**config.mk**
```make
export PLATFORM = sky130hd
export DESIGN_NAME = busctl_device_flat
export DESIGN_NICKNAME = d
export VERILOG_FILES = /design/src/busctl_pkg.sv /design/src/busctl_if.sv /design/src/busctl_device.sv /design/src/flat_wrapper.sv
export VERILOG_INCLUDE_DIRS = /design/src
export SDC_FILE = /design/constraint.sdc
export NUM_CORES = 1
export LEC_CHECK = 0
export BUFFER_PORTS_ARGS = -buffer_cell sky130_fd_sc_hd__buf_2
export CAP_MARGIN = 40
export CORE_MARGIN = 8
export CORE_UTILIZATION = 40
export CTS_CLUSTER_DIAMETER = 120
export DETAILED_ROUTE_END_ITERATION = 12
export MAX_ROUTING_LAYER = met4
export PLACE_DENSITY = 0.63
export SLEW_MARGIN = 20
export SYNTH_ARGS = -nofsm -noshare
export SYNTH_HDL_FRONTEND = slang
export SYNTH_SLANG_ARGS = --single-unit
export TNS_END_PERCENT = 10
```
**constraint.sdc**
```tcl
create_clock -name CORE_CLK -period 3.1 [get_ports CORE_CLK]
set_clock_uncertainty 0.05 [all_clocks]
set_input_delay 0.155 -clock CORE_CLK [delete_from_list [all_inputs] [get_ports CORE_CLK]]
set_output_delay 0.155 -clock CORE_CLK [all_outputs]
set_load 0.02 [all_outputs]
```
**src/busctl_params.svh**
```systemverilog
// Timing counts and field positions for the bus control and error signalling ends.
// Assumes inclusion by bare name from the package and both end modules.
`ifndef BUSCTL_PARAMS_SVH
`define BUSCTL_PARAMS_SVH
// ----------------------------------------------------------------------
// Command register field positions
// ----------------------------------------------------------------------
`define CMD_WIDTH        11
`define CMD_PERR_ENA_BIT 6
`define CMD_SERR_ENA_BIT 8
`define CMD_INT_DIS_BIT  10
`define CMD_RESET        11'h000
// ----------------------------------------------------------------------
// Timing and widths
// ----------------------------------------------------------------------
`define PERR_DELAY_CYCLES 2
`define AD_WIDTH          64
`define CBE_WIDTH         8
`define BUF_DEPTH         2
`endif

```
**src/busctl_pkg.sv**
```systemverilog
// Types shared by both ends of the bus control link.
// Assumes busctl_params.svh is on the include path.
`include "busctl_params.svh"
package busctl_pkg;
	// Target state machine, Gray along idle, claim, data, turnaround.
	typedef enum logic [1:0] {
		T_IDLE  = 2'b00,
		T_CLAIM = 2'b01,
		T_DATA  = 2'b11,
		T_TURN  = 2'b10
	} tgt_state_t;
	// Master state machine, Gray along idle, address, data, turnaround.
	typedef enum logic [1:0] {
		M_IDLE = 2'b00,
		M_ADDR = 2'b01,
		M_DATA = 2'b11,
		M_TURN = 2'b10
	} mst_state_t;
	// Word carried by a data phase.
	typedef struct packed {
		logic [`AD_WIDTH-1:0]  ad;
		logic [`CBE_WIDTH-1:0] cbe;
	} word_t;
endpackage

```
**src/busctl_if.sv**
```systemverilog
// Interface joining the device end to the bus party end.
// Assumes the testbench resolves open-drain and shared wires from the enables.
`timescale 1ns/1ps
`include "busctl_params.svh"
interface busctl_if;
	import busctl_pkg::*;
	logic                  frame_b;      // Frame, active low, from master.
	logic                  req64_b;      // 64-bit request, active low.
	logic                  irdy_b;       // Initiator ready, active low.
	logic                  devsel_b;     // Device select, active low.
	logic                  ack64_b;      // 64-bit acknowledge, active low.
	logic                  trdy_b;       // Target ready, active low.
	logic                  stop_b;       // Stop, active low.
	logic [`AD_WIDTH-1:0]  ad;           // Address/data from master.
	logic [`CBE_WIDTH-1:0] cbe_b;        // Command/byte enables from master.
	logic                  par;          // Lower parity from master.
	logic                  par64;        // Upper parity from master.
	logic                  perr_b_out;   // Parity error output, active low.
	logic                  perr_oe;      // Parity error drive enable.
	logic                  serr_b_out;   // System error output, always low.
	logic                  serr_oe;      // System error drive enable.
	logic                  inta_b_out;   // Interrupt output, always low.
	logic                  inta_oe;      // Interrupt drive enable.
	logic                  ctl_oe;       // Target control drive enable.
	modport device (
		input  frame_b, req64_b, irdy_b, ad, cbe_b, par, par64,
		output devsel_b, ack64_b, trdy_b, stop_b, ctl_oe,
		output perr_b_out, perr_oe, serr_b_out, serr_oe, inta_b_out, inta_oe
	);
	modport party (
		output frame_b, req64_b, irdy_b, ad, cbe_b, par, par64,
		input  devsel_b, ack64_b, trdy_b, stop_b, ctl_oe,
		input  perr_b_out, perr_oe, serr_b_out, serr_oe, inta_b_out, inta_oe
	);
endinterface

```
**src/busctl_device.sv**
```systemverilog
// Device end: target control, parity error, system error and interrupt signalling.
// Assumes one bus clock; the testbench resolves open-drain wires from the enables.
`timescale 1ns/1ps
`include "busctl_params.svh"
// Overview of operation
// - 64-bit request has frame timing.
// - 64-bit acknowledge has device-select timing.
// - Device select only after own decode.
// - Target ready when data phase can finish.
// - Initiator ready when master can finish.
// - Stop with ready and select encodes termination.
// - Parity error two clocks after bad phase.
// - Parity error needs mismatch and enable bit.
// - Upper parity checked only in 64-bit.
// - System error on address parity, enabled.
// - Interrupt while request and not disabled.
// - Bidirectional controls split into in/out.
// - Phase completes when both readies low.
// - Parity is even over covered bits.
// - Reset releases all bus outputs.
module busctl_device
	import busctl_pkg::*;
#(
	parameter logic [`AD_WIDTH-1:0] BASE = 64'h0000_0000_0001_0000, // Claimed base.
	parameter logic [`AD_WIDTH-1:0] MASK = 64'hffff_ffff_ffff_f000, // Decode mask.
	parameter int                   DEPTH = `BUF_DEPTH              // Buffer depth.
)(
	input  wire logic                  CORE_CLK,  // Bus clock.
	input  wire logic                  RST_B,     // Asynchronous reset, active low.
	busctl_if.device                   BUS,       // Link to the bus party.
	input  wire logic [`CMD_WIDTH-1:0] CMD,       // Command register bits.
	input  wire logic                  LIRQ_B,    // Local interrupt request, low.
	input  wire logic                  RETRY,     // Ask the master to stop.
	output logic [`AD_WIDTH-1:0]       WORD,      // Received data word.
	output logic                       WORD_VALID,// Word available.
	input  wire logic                  WORD_READY,// Local side takes the word.
	output logic                       PERR_SEEN, // Data parity error flag pulse.
	output logic                       SERR_SEEN  // Address parity error flag pulse.
);
	// ----------------------------------------------------------------------
	// Declarations
	// ----------------------------------------------------------------------
	tgt_state_t           state, next_state;      // Target state.
	logic                 wide, next_wide;        // Transaction is 64-bit.
	logic                 addr_ph, next_addr_ph;  // Address phase last cycle.
	logic                 data_ph, next_data_ph;  // Data phase last cycle.
	logic [`AD_WIDTH-1:0] ad_q, next_ad_q;        // Sampled address/data.
	logic [`CBE_WIDTH-1:0] cbe_q, next_cbe_q;     // Sampled command/enables.
	logic                 has_word, next_has_word; // Buffer holds a word, registered.
	logic                 perr_o, next_perr_o;    // Parity error drive.
	logic                 serr_o, next_serr_o;    // System error drive.
	logic                 int_o, next_int_o;      // Interrupt drive.
	logic                 pe_seen, se_seen;       // Flag pulses.
	logic                 ctl_o, next_ctl_o;      // Target controls driven.
	logic                 devsel_o, trdy_o, stop_o, ack64_o;
	logic                 next_devsel, next_trdy, next_stop, next_ack64;
	logic [`AD_WIDTH-1:0] buf_mem [DEPTH];        // Two-entry word buffer.
	logic [1:0]           count, next_count;      // Words held.
	logic                 wp, rp, next_wp, next_rp;
	logic                 lo_bad, hi_bad, claim, take, give, buf_full;

	// Even parity check over one lane of sampled bits plus its parity.
	function automatic logic odd_ones(input logic [31:0] a, input logic [3:0] c,
		input logic p);
		odd_ones = ^{a, c, p};
	endfunction

	// ----------------------------------------------------------------------
	// Target handshake and error detection
	// ----------------------------------------------------------------------
	// Parity of a phase arrives one clock later, so check it against the sampled phase.
	always_comb begin
		lo_bad   = odd_ones(ad_q[31:0], cbe_q[3:0], BUS.par);
		hi_bad   = wide && odd_ones(ad_q[63:32], cbe_q[7:4], BUS.par64);
		claim    = ((BUS.ad & MASK) == BASE);
		buf_full = (count == 2'(DEPTH));
		take     = 1'b0;
		next_state   = state;
		next_wide    = wide;
		next_addr_ph = 1'b0;
		next_data_ph = 1'b0;
		next_ad_q    = BUS.ad;
		next_cbe_q   = BUS.cbe_b;
		next_devsel  = 1'b0;
		next_trdy    = 1'b0;
		next_stop    = 1'b0;
		next_ack64   = 1'b0;
		next_ctl_o   = 1'b0;
		unique case (state)
			T_IDLE: begin
				if (!BUS.frame_b) begin
					next_addr_ph = 1'b1;
					next_wide    = !BUS.req64_b;
					if (claim) begin
						next_state = T_CLAIM;
					end
				end
			end
			T_CLAIM: begin
				// Decoded as ours: select and acknowledge rise together.
				next_state  = T_DATA;
				next_devsel = 1'b1;
				next_ack64  = wide;
				next_ctl_o  = 1'b1;
				next_trdy   = !buf_full && !RETRY;
				next_stop   = RETRY;
			end
			T_DATA: begin
				next_ctl_o  = 1'b1;
				next_devsel = 1'b1;
				next_ack64  = wide;
				if (!BUS.irdy_b && trdy_o) begin
					take         = 1'b1;
					next_data_ph = 1'b1;
					next_state   = T_TURN;
					next_devsel  = 1'b0;
					next_ack64   = 1'b0;
				end else if (stop_o) begin
					next_state  = T_TURN;
					next_devsel = 1'b0;
					next_ack64  = 1'b0;
				end else begin
					next_trdy = !buf_full && !RETRY;
					next_stop = RETRY;
				end
			end
			T_TURN: next_state = T_IDLE;
			default: next_state = T_IDLE;
		endcase
		// Parity is checked on the clock after the phase and the error is driven
		// straight from that check, so it lands two clocks after the data phase.
		next_perr_o = data_ph && (lo_bad || hi_bad) && CMD[`CMD_PERR_ENA_BIT];
		next_serr_o = addr_ph && (lo_bad || hi_bad) && CMD[`CMD_SERR_ENA_BIT];
		next_int_o  = !LIRQ_B && !CMD[`CMD_INT_DIS_BIT];
	end

	// Registers the target and error state; reset releases every driver.
	always_ff @(posedge CORE_CLK or negedge RST_B) begin
		if (!RST_B) begin
			state    <= T_IDLE;
			wide     <= 1'b0;
			addr_ph  <= 1'b0;
			data_ph  <= 1'b0;
			ad_q     <= '0;
			cbe_q    <= '0;
			devsel_o <= 1'b0;
			trdy_o   <= 1'b0;
			stop_o   <= 1'b0;
			ack64_o  <= 1'b0;
			ctl_o    <= 1'b0;
			perr_o   <= 1'b0;
			serr_o   <= 1'b0;
			int_o    <= 1'b0;
			pe_seen  <= 1'b0;
			se_seen  <= 1'b0;
		end else begin
			state    <= next_state;
			wide     <= next_wide;
			addr_ph  <= next_addr_ph;
			data_ph  <= next_data_ph;
			ad_q     <= next_ad_q;
			cbe_q    <= next_cbe_q;
			devsel_o <= next_devsel;
			trdy_o   <= next_trdy;
			stop_o   <= next_stop;
			ack64_o  <= next_ack64;
			ctl_o    <= next_ctl_o;
			perr_o   <= next_perr_o;
			serr_o   <= next_serr_o;
			int_o    <= next_int_o;
			pe_seen  <= next_perr_o;
			se_seen  <= next_serr_o;
		end
	end

	// ----------------------------------------------------------------------
	// Two-entry word buffer toward the local side
	// ----------------------------------------------------------------------
	// Target ready is withheld while full, so a local stall loses no word.
	always_comb begin
		give       = WORD_VALID && WORD_READY;
		next_wp    = wp ^ take;
		next_rp    = rp ^ give;
		next_count = count + {1'b0, take} - {1'b0, give};
		// Valid is registered so the local side sees a clean flop output.
		next_has_word = (next_count != 2'h0);
	end

	// Registers the buffer pointers, the word count and the valid flag.
	always_ff @(posedge CORE_CLK or negedge RST_B) begin
		if (!RST_B) begin
			wp    <= 1'b0;
			rp    <= 1'b0;
			count <= 2'h0;
			has_word <= 1'b0;
		end else begin
			wp    <= next_wp;
			rp    <= next_rp;
			count <= next_count;
			has_word <= next_has_word;
		end
	end

	// Storage carries no reset; it is only read while count is nonzero.
	always_ff @(posedge CORE_CLK) begin
		if (take) begin
			buf_mem[wp] <= BUS.ad;
		end
	end

	// Split outputs: value halves and enables, never a tri-state port.
	assign BUS.devsel_b   = !devsel_o;
	assign BUS.trdy_b     = !trdy_o;
	assign BUS.stop_b     = !stop_o;
	assign BUS.ack64_b    = !ack64_o;
	assign BUS.ctl_oe     = ctl_o;
	assign BUS.perr_b_out = !perr_o;
	assign BUS.perr_oe    = perr_o;
	assign BUS.serr_b_out = 1'b0;
	assign BUS.serr_oe    = serr_o;
	assign BUS.inta_b_out = 1'b0;
	assign BUS.inta_oe    = int_o;
	assign WORD           = buf_mem[rp];
	assign WORD_VALID     = has_word;
	assign PERR_SEEN      = pe_seen;
	assign SERR_SEEN      = se_seen;
endmodule // busctl_device

```
**src/flat_wrapper.sv**
```systemverilog
// flat-port wrapper written by rule: the top's interface ports become plain ports
module busctl_device_flat import busctl_pkg::*;
#(
	parameter logic [`AD_WIDTH-1:0] BASE = 64'h0000_0000_0001_0000,                 
	parameter logic [`AD_WIDTH-1:0] MASK = 64'hffff_ffff_ffff_f000,                
	parameter int                   DEPTH = `BUF_DEPTH                              
)
  (CORE_CLK, RST_B, CMD, LIRQ_B, RETRY, WORD, WORD_VALID, WORD_READY, PERR_SEEN, SERR_SEEN, BUS_frame_b, BUS_req64_b, BUS_irdy_b, BUS_ad, BUS_cbe_b, BUS_par, BUS_par64, BUS_devsel_b, BUS_ack64_b, BUS_trdy_b, BUS_stop_b, BUS_ctl_oe, BUS_perr_b_out, BUS_perr_oe, BUS_serr_b_out, BUS_serr_oe, BUS_inta_b_out, BUS_inta_oe);
  busctl_if BUS_i ();
  input  wire logic CORE_CLK;
  input  wire logic RST_B;
  input  wire logic [`CMD_WIDTH-1:0] CMD;
  input  wire logic LIRQ_B;
  input  wire logic RETRY;
  output logic [`AD_WIDTH-1:0] WORD;
  output logic WORD_VALID;
  input  wire logic WORD_READY;
  output logic PERR_SEEN;
  output logic SERR_SEEN;
  input wire logic [$bits(BUS_i.frame_b)-1:0] BUS_frame_b;
  input wire logic [$bits(BUS_i.req64_b)-1:0] BUS_req64_b;
  input wire logic [$bits(BUS_i.irdy_b)-1:0] BUS_irdy_b;
  input wire logic [$bits(BUS_i.ad)-1:0] BUS_ad;
  input wire logic [$bits(BUS_i.cbe_b)-1:0] BUS_cbe_b;
  input wire logic [$bits(BUS_i.par)-1:0] BUS_par;
  input wire logic [$bits(BUS_i.par64)-1:0] BUS_par64;
  output wire logic [$bits(BUS_i.devsel_b)-1:0] BUS_devsel_b;
  output wire logic [$bits(BUS_i.ack64_b)-1:0] BUS_ack64_b;
  output wire logic [$bits(BUS_i.trdy_b)-1:0] BUS_trdy_b;
  output wire logic [$bits(BUS_i.stop_b)-1:0] BUS_stop_b;
  output wire logic [$bits(BUS_i.ctl_oe)-1:0] BUS_ctl_oe;
  output wire logic [$bits(BUS_i.perr_b_out)-1:0] BUS_perr_b_out;
  output wire logic [$bits(BUS_i.perr_oe)-1:0] BUS_perr_oe;
  output wire logic [$bits(BUS_i.serr_b_out)-1:0] BUS_serr_b_out;
  output wire logic [$bits(BUS_i.serr_oe)-1:0] BUS_serr_oe;
  output wire logic [$bits(BUS_i.inta_b_out)-1:0] BUS_inta_b_out;
  output wire logic [$bits(BUS_i.inta_oe)-1:0] BUS_inta_oe;
  assign BUS_i.frame_b = BUS_frame_b;
  assign BUS_i.req64_b = BUS_req64_b;
  assign BUS_i.irdy_b = BUS_irdy_b;
  assign BUS_i.ad = BUS_ad;
  assign BUS_i.cbe_b = BUS_cbe_b;
  assign BUS_i.par = BUS_par;
  assign BUS_i.par64 = BUS_par64;
  assign BUS_devsel_b = BUS_i.devsel_b;
  assign BUS_ack64_b = BUS_i.ack64_b;
  assign BUS_trdy_b = BUS_i.trdy_b;
  assign BUS_stop_b = BUS_i.stop_b;
  assign BUS_ctl_oe = BUS_i.ctl_oe;
  assign BUS_perr_b_out = BUS_i.perr_b_out;
  assign BUS_perr_oe = BUS_i.perr_oe;
  assign BUS_serr_b_out = BUS_i.serr_b_out;
  assign BUS_serr_oe = BUS_i.serr_oe;
  assign BUS_inta_b_out = BUS_i.inta_b_out;
  assign BUS_inta_oe = BUS_i.inta_oe;
  busctl_device #(.BASE(BASE), .MASK(MASK), .DEPTH(DEPTH)) u_core (.CORE_CLK(CORE_CLK), .RST_B(RST_B), .BUS(BUS_i), .CMD(CMD), .LIRQ_B(LIRQ_B), .RETRY(RETRY), .WORD(WORD), .WORD_VALID(WORD_VALID), .WORD_READY(WORD_READY), .PERR_SEEN(PERR_SEEN), .SERR_SEEN(SERR_SEEN));
endmodule
```
Word-level counts from Yosys, hierarchy flattened
Memory sizes are Yosys's and may differ from the RTL's. Index checks and enable logic that the tools add are counted. Widths: inputs -> output; s select.

Register bits: 90. Bits in writable memories: 128. Logic and storage cells: 84. Output and inout bits: 78. Memories: 1.

Reduce and logical (&&, ||, !) cells: 28. Bitwise gates (word level): 3. Eq/ne operators: 8. Mux-type cells: 24. $add $sub $neg: 2.

Memories: u_core.buf_mem (depth 2, bits a word 64, read ports 1, clocked after Yosys merged registers in 0, wr ports 1, line busctl_device.sv:57) `` logic [`AD_WIDTH-1:0] buf_mem [DEPTH]; ``.

Operator list (count): $reduce_xor 37->1 (2); $eq 52x5->1 const B (1); $mux 1 (15); $logic_not 1->1 (11); $logic_and 1x1->1 (9); $mux 2 (4); $pmux 1 s2 (4); $pmux 2 s4 (1); $eq 2x2->1 const B (3); $ne 3x1->1 const B (1); $reduce_and 3->1 (1); $add 2x1->2 (1); $eq 2x1->1 const B (1); $logic_not 2->1 (1); $ne 2x1->1 const B (1); $ne 2x2->1 const B (1); $reduce_and 2->1 (1); $reduce_bool 2->1 (1); $reduce_or 2->1 (1); $sub 2x1->2 (1); $xor 1x1->1 (2); $logic_or 1x1->1 (1); $not 1->1 (1).

Depth between registers and ports, before layout
Gate-level depths: netlist of run 1.

Depth in word-level cells: 7. Mapped depth: 9.

Worst setup path before layout of run 1
Ideal clock, no wire load.

Path kind: flip-flop to flip-flop. Start: reg u_core.trdy_o. End: mem u_core.buf_mem[1][0] (netlist bit), enable pin. Arrival: 2286 ps. Clock period less this slack: 2765 ps. Data required time: 2621 ps. Slack: 335 ps. Buffers on the path: 0. Stages on the path, launching flop included: 6. Cells stage by stage: dfrtp_1 inv_1 nor2_1 nand3_1 inv_1 ha_1.

Cells in the longest elaborated chain, start to end: 5.

RTL lines: start, declared (line busctl_device.sv:55) `logic devsel_o, trdy_o, stop_o, ack64_o;`; start signal, assigned (line busctl_device.sv:164) `trdy_o <= next_trdy;`; $logic_and 1x1->1 (line busctl_device.sv:112) `if (!BUS.irdy_b && trdy_o) begin`; $mux 1 (2 in a row); net u_core.next_data_ph (line busctl_device.sv:46) `logic data_ph, next_data_ph;`; $mux 1 (line busctl_device.sv:206) `if (take) begin`; $mux 1 (not written as such) (line busctl_device.sv:207) `buf_mem[wp] <= BUS.ad;`; end, declared (line busctl_device.sv:57).

The timed path passes the listed nets, and every way through them passes these cells.

Final worst setup path of run 1
Start: reg u_core.rp. End: out WORD[38].

Cells in the longest elaborated chain, start to end: 1.

RTL lines: start, declared (line busctl_device.sv:59) `logic wp, rp, next_wp, next_rp;`; start signal, assigned (line busctl_device.sv:198) `rp <= next_rp;`; $mem_v2 2x64; end, declared (line flat_wrapper.sv:15) `` output logic [`AD_WIDTH-1:0] WORD; ``.

Every way passes these cells.

==> results of run 1 <==
## cells by family (layout without fill, tap and decap cells)
kind of cell,after synthesis,in the layout
AOI/OAI and AO/OA,5,5
buffers and inverters,23,299
DFF,218,218
other,1,2
xor gates and xnor gates,71,71
muxes,64,64
adders and majority gates,4,4
and+or+nand+nor,41,41
## through the flow
| step | util (%) | hold WS [ns] |
|---|---|---|
| global placement | 46.7 | 0.130 |
| CTS | 55.1 | 0.0287 |
| global route | 55.1 | 0.0725 |
| detailed placement | 46.8 | 0.128 |
| finish | 55.1 | 0.0432 |
| floorplan | - | -0.191 |
## worst max path at each step
| stage | endpoint | slack, ns |
|---|---|---|
| 2_1_floorplan | u_core.buf_mem[1][0] | 0.33 |
| 3_3_place_gp | u_core.state[0] | 1.10 |
| 3_5_place_dp | u_core.buf_mem[0][50] | 1.03 |
| 4_1_cts | WORD[35] | 0.81 |
| 5_1_grt | WORD[17] | 0.75 |
| 6_report | WORD[38] | 0.84 |
## final cells by class
cell class | instances | area (µm²) | share of cell area [%]
Tap cell | 265 | 332 | 3.09
Multi-Input combinational cell | 187 | 1760 | 16.5
Inverter | 10 | 37.5 | 0.350
Sequential cell | 218 | 6100 | 56.9
Timing Repair Buffer | 247 | 1700 | 15.9
Clock buffer | 32 | 629 | 5.87
Clock inverter | 10 | 155 | 1.45
## cells in the final DEF, fill, tap and decap left out, types with 3 or more instances in the layout
| master | netlist | routed |
|---|---|---|
| buf_2 | 0 | 159 |
| edfxtp_1 | 128 | 128 |
| dfrtp_1 | 90 | 89 |
| dlygate4sd3_1 | 0 | 82 |
| mux2_2 | 64 | 64 |
| xnor2_1 | 55 | 55 |
| clkbuf_16 | 0 | 23 |
| xor2_1 | 11 | 11 |
| nor4_1 | 11 | 11 |
| inv_1 | 10 | 10 |
| clkbuf_1 | 9 | 7 |
| nor2_1 | 5 | 5 |
| nand3_1 | 5 | 5 |
| nand4_1 | 5 | 5 |
| xnor3_1 | 4 | 4 |
| bufinv_16 | 0 | 4 |
| nand2_1 | 3 | 3 |
| clkinv_2 | 0 | 3 |
| buf_4 | 4 | 3 |
| buf_12 | 0 | 3 |
## cells in the mapped netlist
cell type / count
edfxtp_1: 128
dfrtp_1: 90
mux2_2: 64
xnor2_1: 55
nor4_1: 11
xor2_1: 11
inv_1: 10
clkbuf_1: 9
nand3_1: 5
nand4_1: 5
nor2_1: 5
buf_4: 4
ha_1: 4
xnor3_1: 4
nand2_1: 3
and3_1: 2
nor3_1: 2
o2111ai_1: 2
or3_1: 2
or4_1: 2
a21oi_1: 1
and2_1: 1
conb_1: 1
nor2b_1: 1
nor4b_1: 1
o21ai_0: 1
o31ai_1: 1
or2_2: 1
xor3_1: 1
## sequential cells by signal, summed over array words and instances, names as in the netlist, 2 cells and up
signal	cells
u_core.cbe_q	8
u_core.state	2
u_core.count	2
u_core.buf_mem	128
u_core.ad_q	64
## power groups by stage
| stage | sequential [W] | clock (W) | combinational, W |
|---|---|---|---|
| 2_1_floorplan | 0.00322 | 0 | 0.000285 |
| 3_3_place_gp | 0.00322 | 0 | 0.000471 |
| 3_5_place_dp | 0.00322 | 0 | 0.000480 |
| 4_1_cts | 0.00316 | 0.00288 | 0.000567 |
| 5_1_grt | 0.00316 | 0.00301 | 0.000607 |
| 6_report | 0.00316 | 0.00282 | 0.000556 |
## worst max-delay path, cell delays in order, from the launching register on
cell,delay (ns)
dfrtp_4,0.66
buf_12,0.31
mux2_2,0.39
buf_2,0.16
## per-layer routing
layer | wire (µm) | up-vias
met5 | 0 | -
met4 | 287 | 0
met3 | 1020 | 35
met2 | 8840 | 146
met1 | 7310 | 2204
li1 | - | 2065
## what timing repair did
| action | in CTS | in global routing |
|---|---|---|
| hold buffers | 82 | 0 |
| endpoints found under the hold margin | 248 | 0 |
| setup buffers | 0 | 0 |
==> reports/qor.csv, run 1 <==
stage,metric,value,unit
timing,crit path time final,2.26,ns
global_routing,vias in the first global route,5081,
setup_path,CP arrival,2.05,ns
cts,Worst-Skew Late Latency,0.50,ns
synthesis,post-synthesis adder-cell area fraction,0.631,%
synthesis,register bit total from synthesis,218,
synthesis,cells after synthesis,427,
global_routing,M1 GR Usage,17.6,%
finish,fin cells,969,
placed_design,Post-DP HPWL,11800,µm
floorplanning,die area,24600,µm²
synthesis,post-synth top area cell,edfxtp_1,
timing,Least-Margin Pin Slew,0.538,ns
flow_run,Max-Cap Viols,0,
synthesis,Ys Warns,0,
finish,Fillers,1530,
setup_path,worst r2r path cells,6,
setup_path,CP required,2.89,ns
placed_design,Placed Area,9110,µm²
timing,count of pins over their slew limit,0,
detailed_routing,DR pass1 iterations,4,
setup_path,startpoint types,flop,
setup_path,crit-path max FO,41,
finish,Final #Nets,784,
detailed_routing,Remaining DRCs,0,
synthesis,"Distinct cells, synth",29,
hold_path,hold path start,BUS_irdy_b,
pwr,Pint,0.00517,W
synthesis,post-synthesis mux area share,9.09,%
pwr,static leakage,4.23,nW
detailed_routing,initial drt markers,104,
pwr,pwr dens,609,nW/µm²
pwr,sw frac,20.8,%
synthesis,Synth Area in XOR/XNOR,8.72,%
floorplanning,starting density of the core,40.8,%
hold_path,HP Class,in -> reg,
finish,share of cells above drive strength 1,37.9,%
synthesis,Mapped Area,7930,µm²
outcome,status,completed,
finish,design area,10700,µm²
cts,CTS root buf,clkbuf_16,
global_routing,initial antenna violation count,0,
placed_design,Port Buffers,160,
pwr,part of the power in registers,48.4,%
synthesis,top cell type's share of synthesized area,48.5,%
detailed_routing,via/cell ratio,4.59,
floorplanning,core footprint,19500,µm²
cts,"Reg clk slew, reported paths",0.06,ns
finish,n_diodes,0,
global_routing,total grt overflow,0,
detailed_routing,drt total wl,17500,µm
pwr,Pwr Total,0.00653,W
global_routing,M2 GR Usage,24.6,%
placed_design,worst slack at placement,1.03,ns
global_routing,met3 usage,2.68,%
synthesis,Post-Synth Simple-Gate Area,2.93,%
timing,Fin. Hold Viols,0,
placed_design,gpl congestion,0.756,
finish,synth-to-layout area growth,35.1,%
global_routing,Tot GR Track Use,14.5,%
setup_path,R2R Path Start,u_core.cbe_q[6],
floorplanning,Die H,157,µm
cts,PostCTS Resize Cnt,0,
cts,Sink Count,218,
cts,CTS Buf Count,23,
hold_path,worst hold endpoint,u_core.data_ph,
global_routing,first-pass GRT wire length,27000,µm
cts,Clock Path Buffers,3,
setup_path,register-to-register setup slack,1.07,ns
pwr,Comb pwr share,8.5,%
synthesis,complex-gate fraction of the synthesized area,0.442,%
cts,CTS tree,done,
pwr,Clk pwr share,43.1,%
setup_path,Critical Path End Type,output port,
timing,fmax,0.443,GHz
detailed_routing,Final ANT Viol Nets,0,
setup_path,CP Class,reg -> out,
hold_path,Hold Path Depth,4,
synthesis,"Seq/Total Area, Yosys",76.9,%
timing,RSZ-0062 raised after global routing,false,
floorplanning,die width,157,µm
setup_path,reg-to-reg endpoint,u_core.BUS.serr_oe,
cts,H-tree levels,1,
global_routing,GR peak layer,met2,
synthesis,Area contributors post-synth,"edfxtp_1, dfrtp_1, mux2_2, xnor2_1, xor2_1",
synthesis,main combinational cell family by area after synthesis,multiplexers,
placed_design,Placed Cells,845,
floorplanning,# IOs,171,
pwr,Max rail drop VDD,0.449,mV
timing,setup_tns,0,ns
timing,Relative slew margins,63.8,%
setup_path,worst setup path start,u_core.rp,
detailed_routing,routed length per instance,18.0,µm
detailed_routing,routed via count,4450,
global_routing,pin count of the biggest net entering global routing,42,
pwr,Net Sw Power,0.00136,W
timing,worst setup margin,0.845,ns
floorplanning,Row Count,51,
timing,Final Cycle Share,72.7,%
synthesis,Mean Syn Cell Area,18.6,µm²
timing,endpoints failing setup,0,
Power figures use the tool's default switching activity.
==> run 2, diff against run 1 <==
==> constraint.sdc (replaced) <==
create_clock -name CORE_CLK -period 2.3 [get_ports CORE_CLK]
set_clock_uncertainty 0.05 [all_clocks]
set_input_delay 0.115 -clock CORE_CLK [delete_from_list [all_inputs] [get_ports CORE_CLK]]
set_output_delay 0.115 -clock CORE_CLK [all_outputs]
set_load 0.02 [all_outputs]
==> run 2 against run 1 <==
  * Cell count is 0.31% higher
  * Sequential cell count stayed put
  * Wire length is 2.1% higher
  * Global-route usage is 0.48 points higher
  * Non-clock buffer count is 5 higher
  * Hold slack worse by 0.0075 ns
  * Core utilization is 0.26 points lower
  * Sequential power is 35% higher
  * Combinational power is 35% higher
  * Die area stayed put
  * Highest routed layer unchanged
==> reports/qor.csv, run 2 (synthesis results as in run 1) <==
stage,metric,value,unit
finish,Regs by FF count,"u_core.buf_mem (128), u_core.ad_q (64), u_core.cbe_q (8)",
timing,endpoints failing setup,0,
setup_path,startpoint types,flop,
floorplanning,Row Count,51,
setup_path,register-to-register setup slack,0.29,ns
setup_path,CP arrival,1.97,ns
finish,most frequent cells in the layout,"buf_2, edfxtp_1, dfrtp_1",
floorplanning,starting density of the core,40.8,%
timing,crit path time final,2.14,ns
finish,n_diodes,0,
timing,fmax,0.468,GHz
timing,count of pins over their slew limit,0,
global_routing,vias in the first global route,5041,
cts,post-CTS setup buffer count,0,
detailed_routing,routed via count,4439,
finish,synth-to-layout area growth,34.5,%
finish,Largest Register,u_core.buf_mem,
detailed_routing,initial drt markers,76,
finish,max reg flops,128,
finish,design area,10700,µm²
outcome,status,completed,
finish,"most common cell after layout, fill and taps aside",buf_2,
cts,"Reg clk slew, reported paths",0.06,ns
global_routing,total grt overflow,0,
global_routing,pin count of the biggest net entering global routing,42,
cts,CTS tree,done,
placed_design,Post-DP HPWL,11800,µm
finish,Final #Nets,789,
cts,CTS root buf,clkbuf_16,
finish,fin cells,972,
detailed_routing,via/cell ratio,4.57,
finish,Fillers,1540,
cts,CTS Buf Count,23,
setup_path,Critical Path End Type,output port,
cts,Clock Path Buffers,3,
timing,Fin. Hold Viols,0,
timing,Relative slew margins,54.0,%
pwr,pwr dens,776,nW/µm²
finish,share of cells above drive strength 1,37.5,%
flow_run,Max-Cap Viols,0,
setup_path,CP required,2.13,ns
placed_design,Port Buffers,160,
placed_design,gpl congestion,0.774,
global_routing,first-pass GRT wire length,27600,µm
timing,RSZ-0062 raised after global routing,false,
timing,Final Cycle Share,92.9,%
detailed_routing,Final ANT Viol Nets,0,
floorplanning,Die H,157,µm
detailed_routing,routed length per instance,18.3,µm
detailed_routing,drt total wl,17800,µm
hold_path,HP Class,in -> async,
floorplanning,die area,24600,µm²
timing,Least-Margin Pin Slew,0.684,ns
setup_path,crit-path max FO,18,
cts,Sink Count,218,
cts,Worst-Skew Late Latency,0.49,ns
pwr,Max rail drop VDD,0.602,mV
placed_design,Placed Cells,849,
floorplanning,die width,157,µm
pwr,static leakage,4.20,nW
global_routing,Tot GR Track Use,15.0,%
placed_design,Placed Area,9180,µm²
setup_path,CP Class,reg -> out,
detailed_routing,DR pass1 iterations,4,
detailed_routing,Remaining DRCs,0,
global_routing,initial antenna violation count,0,
cts,H-tree levels,1,
floorplanning,core footprint,19500,µm²
floorplanning,# IOs,171,
==> run 2: cell count changes in the layout (fill, tap and decap cells not counted), sizes merged <==
cell / before / now
bufinv: 4 / 0
dlygate4sd3: 82 / 83
clkinv: 4 / 7
buf: 165 / 169
inv: 11 / 10
==> run 2: critical path, cell delays in order, from the launching register on <==
cell     delay (ns)
dfrtp_4        0.60
buf_4          0.32
mux2_2         0.39
buf_2          0.17
==> run 2: per-layer routing <==
metal  part of all wire [%]  GRT usage, %  wire length (µm)  up-vias
li1                       -             -                 -     2080
met4                    1.4          3.66               249        0
met5                      0             -                 0        -
met1                     43          18.7              7590     2207
met2                     50          25.1              8950      129
met3                    5.7          2.73              1010       23
==> run 2: path summary, 6_finish.rpt <==
check / start / end / cells after the start
worst max-delay path: u_core.rp / WORD[27] / 3
worst min-delay path: RST_B / u_core.ad_q[15] / 2
worst max register to register: u_core.ad_q[61] / u_core.BUS.perr_oe / 6
worst min register to register: u_core.state[0] / u_core.BUS.ctl_oe / 0
max in group asynchronous: RST_B / u_core.cbe_q[4] / 3
min in group CORE_CLK: BUS_cbe_b[4] / u_core.cbe_q[4] / 2
==> run 2: where the power goes <==
part | internal, W | leakage, nW | switching, W
sequential | 0.00422 | 2.23 | 0.0000357
combinational | 0.000393 | 1.66 | 0.000357
clock | 0.00187 | 0.318 | 0.00140
total | 0.00648 | 4.20 | 0.00179
==> run 2: what timing repair did <==
| item | 4_1_cts | 5_1_grt |
|---|---|---|
| hold buffers | 83 | 0 |
| gates resized for setup | 0 | 0 |
| endpoints found under the hold margin | 300 | 0 |
==> run 2: cell type report <==
class	instances	area, µm²	area share, %
flip-flops and latches	218	6100	57.2
well taps	265	332	3.11
inverters	10	37.5	0.352
repair buffers	252	1780	16.7
clock buffers	32	619	5.81
multi-input cells	187	1760	16.5
clock inverters	8	37.5	0.352
==> run 2: metrics by stage <==
step	setup TNS [ns]	setup WS (ns)	power [W]	hold slack (ns)	util (%)
5_1_grt	0	0.0749	0.00859	0.0476	54.8
3_3_place_gp	0	0.305	0.00497	-0.00414	47.2
4_1_cts	0	0.137	0.00838	0.0182	54.8
6_report	0	0.164	0.00828	0.0358	54.8
2_1_floorplan	-59.52	-0.465	0.00472	-0.231	-
3_5_place_dp	0	0.299	0.00499	0.00538	47.2
==> run 3, diff against run 2 <==
--- a/config.mk
+++ b/config.mk
@@ -6,14 +6,17 @@
 export SDC_FILE = /design/constraint.sdc
 export NUM_CORES = 1
 export LEC_CHECK = 0
+export ABC_AREA = 1
 export BUFFER_PORTS_ARGS = -buffer_cell sky130_fd_sc_hd__buf_2
 export CAP_MARGIN = 40
+export CELL_PAD_IN_SITES_DETAIL_PLACEMENT = 1
+export CELL_PAD_IN_SITES_GLOBAL_PLACEMENT = 1
 export CORE_MARGIN = 8
 export CORE_UTILIZATION = 40
 export CTS_CLUSTER_DIAMETER = 120
 export DETAILED_ROUTE_END_ITERATION = 12
 export MAX_ROUTING_LAYER = met4
-export PLACE_DENSITY = 0.63
+export PLACE_DENSITY = 0.76
 export SLEW_MARGIN = 20
 export SYNTH_ARGS = -nofsm -noshare
 export SYNTH_HDL_FRONTEND = slang
==> run 3 against run 2 <==
  * Cell count grew 46%
  * Non-clock buffer count is the same
  * Wire length grew 36%
  * Total power grew 31%
  * Largest power group unchanged
  * Register-to-register slack gained 0.05 ns
  * Final area grew 8.9%
  * Critical path depth grew 1
  * Sequential cell count is the same
==> reports/qor.csv, run 3 <==
stage,metric,value,unit
finish,Final #Nets,1216,
cts,CTS tree,done,
cts,H-tree levels,1,
finish,n_diodes,0,
pwr,Pint,0.00730,W
synthesis,Ys Warns,0,
timing,Final Cycle Share,93.1,%
setup_path,crit-path max FO,64,
synthesis,"Top FF cell, synth",edfxtp_1,
synthesis,Mapped Area,8820,µm²
floorplanning,die width,164,µm
setup_path,"Slowest-stage cell, CP",buf_4,
detailed_routing,routed via count,6626,
timing,fmax,0.467,GHz
detailed_routing,Remaining DRCs,0,
placed_design,Placed Area,10000,µm²
floorplanning,# IOs,171,
pwr,Clk pwr share,33.7,%
synthesis,register bit total from synthesis,218,
setup_path,CP Class,reg -> out,
outcome,status,completed,
cts,Clock Path Buffers,3,
placed_design,Post-DP HPWL,16300,µm
global_routing,vias in the first global route,7294,
finish,max reg flops,128,
synthesis,post-synth top area cell,edfxtp_1,
setup_path,worst setup path start,u_core.rp,
global_routing,initial antenna violation count,0,
detailed_routing,routed length per instance,17.1,µm
timing,RSZ-0062 raised after global routing,false,
cts,CTS root buf,clkbuf_16,
finish,"most common cell after layout, fill and taps aside",nand2_1,
setup_path,Critical Path End Type,output port,
timing,crit path time final,2.14,ns
placed_design,Port Buffers,160,
global_routing,total grt overflow,0,
detailed_routing,via/cell ratio,4.68,
finish,Regs by FF count,"u_core.buf_mem (128), u_core.ad_q (64), u_core.cbe_q (8)",
pwr,pwr dens,934,nW/µm²
finish,share of cells above drive strength 1,18.7,%
setup_path,slowest cell delay on critical path,0.61,ns
pwr,Net Sw Power,0.00354,W
finish,Largest Register,u_core.buf_mem,
pwr,sw frac,32.7,%
cts,"Reg clk slew, reported paths",0.06,ns
setup_path,startpoint types,flop,
timing,setup_tns,0,ns
cts,CTS Buf Count,23,
finish,final core occ,53.4,%
pwr,part of the power in registers,40.1,%
synthesis,Area contributors post-synth,"edfxtp_1, dfrtp_1, nand2_1, inv_1, xnor2_1",
synthesis,Post-synth EDFFs,128,
detailed_routing,Final ANT Viol Nets,0,
detailed_routing,DR pass1 iterations,4,
global_routing,Tot GR Track Use,18.3,%
finish,most frequent cells in the layout,"nand2_1, buf_2, edfxtp_1",
setup_path,R2R Path Start,u_core.trdy_o,
floorplanning,die area,27000,µm²
setup_path,cell family with most CP delay,buffers and inverters,
flow_run,Max-Cap Viols,0,
global_routing,pin count of the biggest net entering global routing,65,
placed_design,worst slack at placement,0.329,ns
floorplanning,starting density of the core,40.5,%
synthesis,ys async rst share,41.3,%
cts,Worst-Skew Late Latency,0.51,ns
synthesis,"Distinct cells, synth",22,
setup_path,Critical Path Most Common Cell,nand2_1,
synthesis,"Seq/Total Area, Yosys",69.1,%
hold_path,HP Class,in -> async,
timing,Fin. Hold Viols,0,
synthesis,commonest cells in the netlist,"nand2_1, edfxtp_1, dfrtp_1, inv_1, xnor2_1",
timing,Least-Margin Pin Slew,0.772,ns
synthesis,top cell type's share of synthesized area,43.6,%
detailed_routing,drt total wl,24200,µm
timing,worst setup margin,0.159,ns
floorplanning,Die H,164,µm
synthesis,Mean Syn Cell Area,10.2,µm²
timing,count of pins over their slew limit,0,
setup_path,CP required,2.13,ns
setup_path,CP arrival,1.98,ns
synthesis,"count leader, synth",nand2_1,
floorplanning,core footprint,21800,µm²
pwr,static leakage,5.53,nW
finish,synth-to-layout area growth,31.8,%
floorplanning,Row Count,54,
cts,Sink Count,218,
setup_path,crit-path cells,"buf_4, nand2_1, nand2_1, buf_2",
finish,design area,11600,µm²
timing,Relative slew margins,48.5,%
placed_design,gpl congestion,0.750,
timing,endpoints failing setup,0,
pwr,Max rail drop VDD,0.729,mV
synthesis,cells after synthesis,861,
detailed_routing,initial drt markers,230,
finish,Fillers,2399,
setup_path,Worst Path Buf+Inv,2,
pwr,Comb pwr share,26.2,%
global_routing,first-pass GRT wire length,37800,µm
==> run 3: cell count changes in the layout (fill, tap and decap cells not counted), sizes merged, moves of 6 or more <==
cell   delta
inv      +60
mux2     -64
nand2   +455
nand3     +6
nor2     +10
xnor2    -35
==> run 3: cell families (layout without fill, tap and decap cells) <==
logic type	after synthesis	in the layout	share of synthesized area (%)
DFF	218	218	69.1
AOI/OAI and AO/OA	5	5	0.341
other	1	2	0.0425
buffers and inverters	90	363	4.00
and+or+nand+nor	507	507	22.3
adders and majority gates	4	4	0.568
xor gates and xnor gates	36	36	3.58
==> run 3: cell type report <==
| cell class | instances | area, µm² | share of cell area [%] |
|---|---|---|---|
| Timing Repair Buffer | 252 | 1760 | 15.2 |
| Inverter | 70 | 263 | 2.26 |
| Clock inverter | 8 | 65.1 | 0.560 |
| Sequential cell | 218 | 6100 | 52.5 |
| Clock buffer | 33 | 683 | 5.88 |
| Multi-Input combinational cell | 554 | 2400 | 20.6 |
| Tap cell | 280 | 350 | 3.02 |
==> run 3: repair_timing <==
action,4_1_cts,5_1_grt
setup buffers,0,0
endpoints found under the hold margin,248,0
resized for setup,0,0
hold buffers,83,0
==> run 3: metrics by stage <==
stage	total power (W)	hold WS (ns)	instances
floorplan	0.00609	-0.231	862
global placement	0.00707	0.101	1291
detailed placement	0.00717	0.0946	1291
CTS	0.0110	0.114	1415
global route	0.0114	0.139	1415
finish	0.0108	0.0891	1415
==> run 3: worst paths after layout <==
check	slack [ns]	end	depth (start not counted)
worst min register to register	0.40	u_core.state[1]	0
worst max register to register	0.34	u_core.WORD_VALID	11
worst min-delay path	0.09	u_core.cbe_q[2]	2
max in group asynchronous	1.38	u_core.rp	3
worst max-delay path	0.16	WORD[47]	4
min in group CORE_CLK	0.20	u_core.cbe_q[7]	2
==> run 3: per-layer routing <==
layer	track usage, %	share of wire (%)	up-vias
li1	-	-	3220
met1	21.2	41	3203
met3	3.46	5.6	43
met5	-	0	-
met2	32.3	51	160
met4	4.75	2.4	0
==> run 3: power by group through the flow <==
stage          Combinational [W]  Clock [W]  Sequential [W]
6_report                 0.00285    0.00365         0.00435
5_1_grt                  0.00313    0.00386         0.00436
4_1_cts                  0.00288    0.00373         0.00435
3_5_place_dp             0.00275          0         0.00442
3_3_place_gp             0.00266          0         0.00441
2_1_floorplan            0.00167          0         0.00442
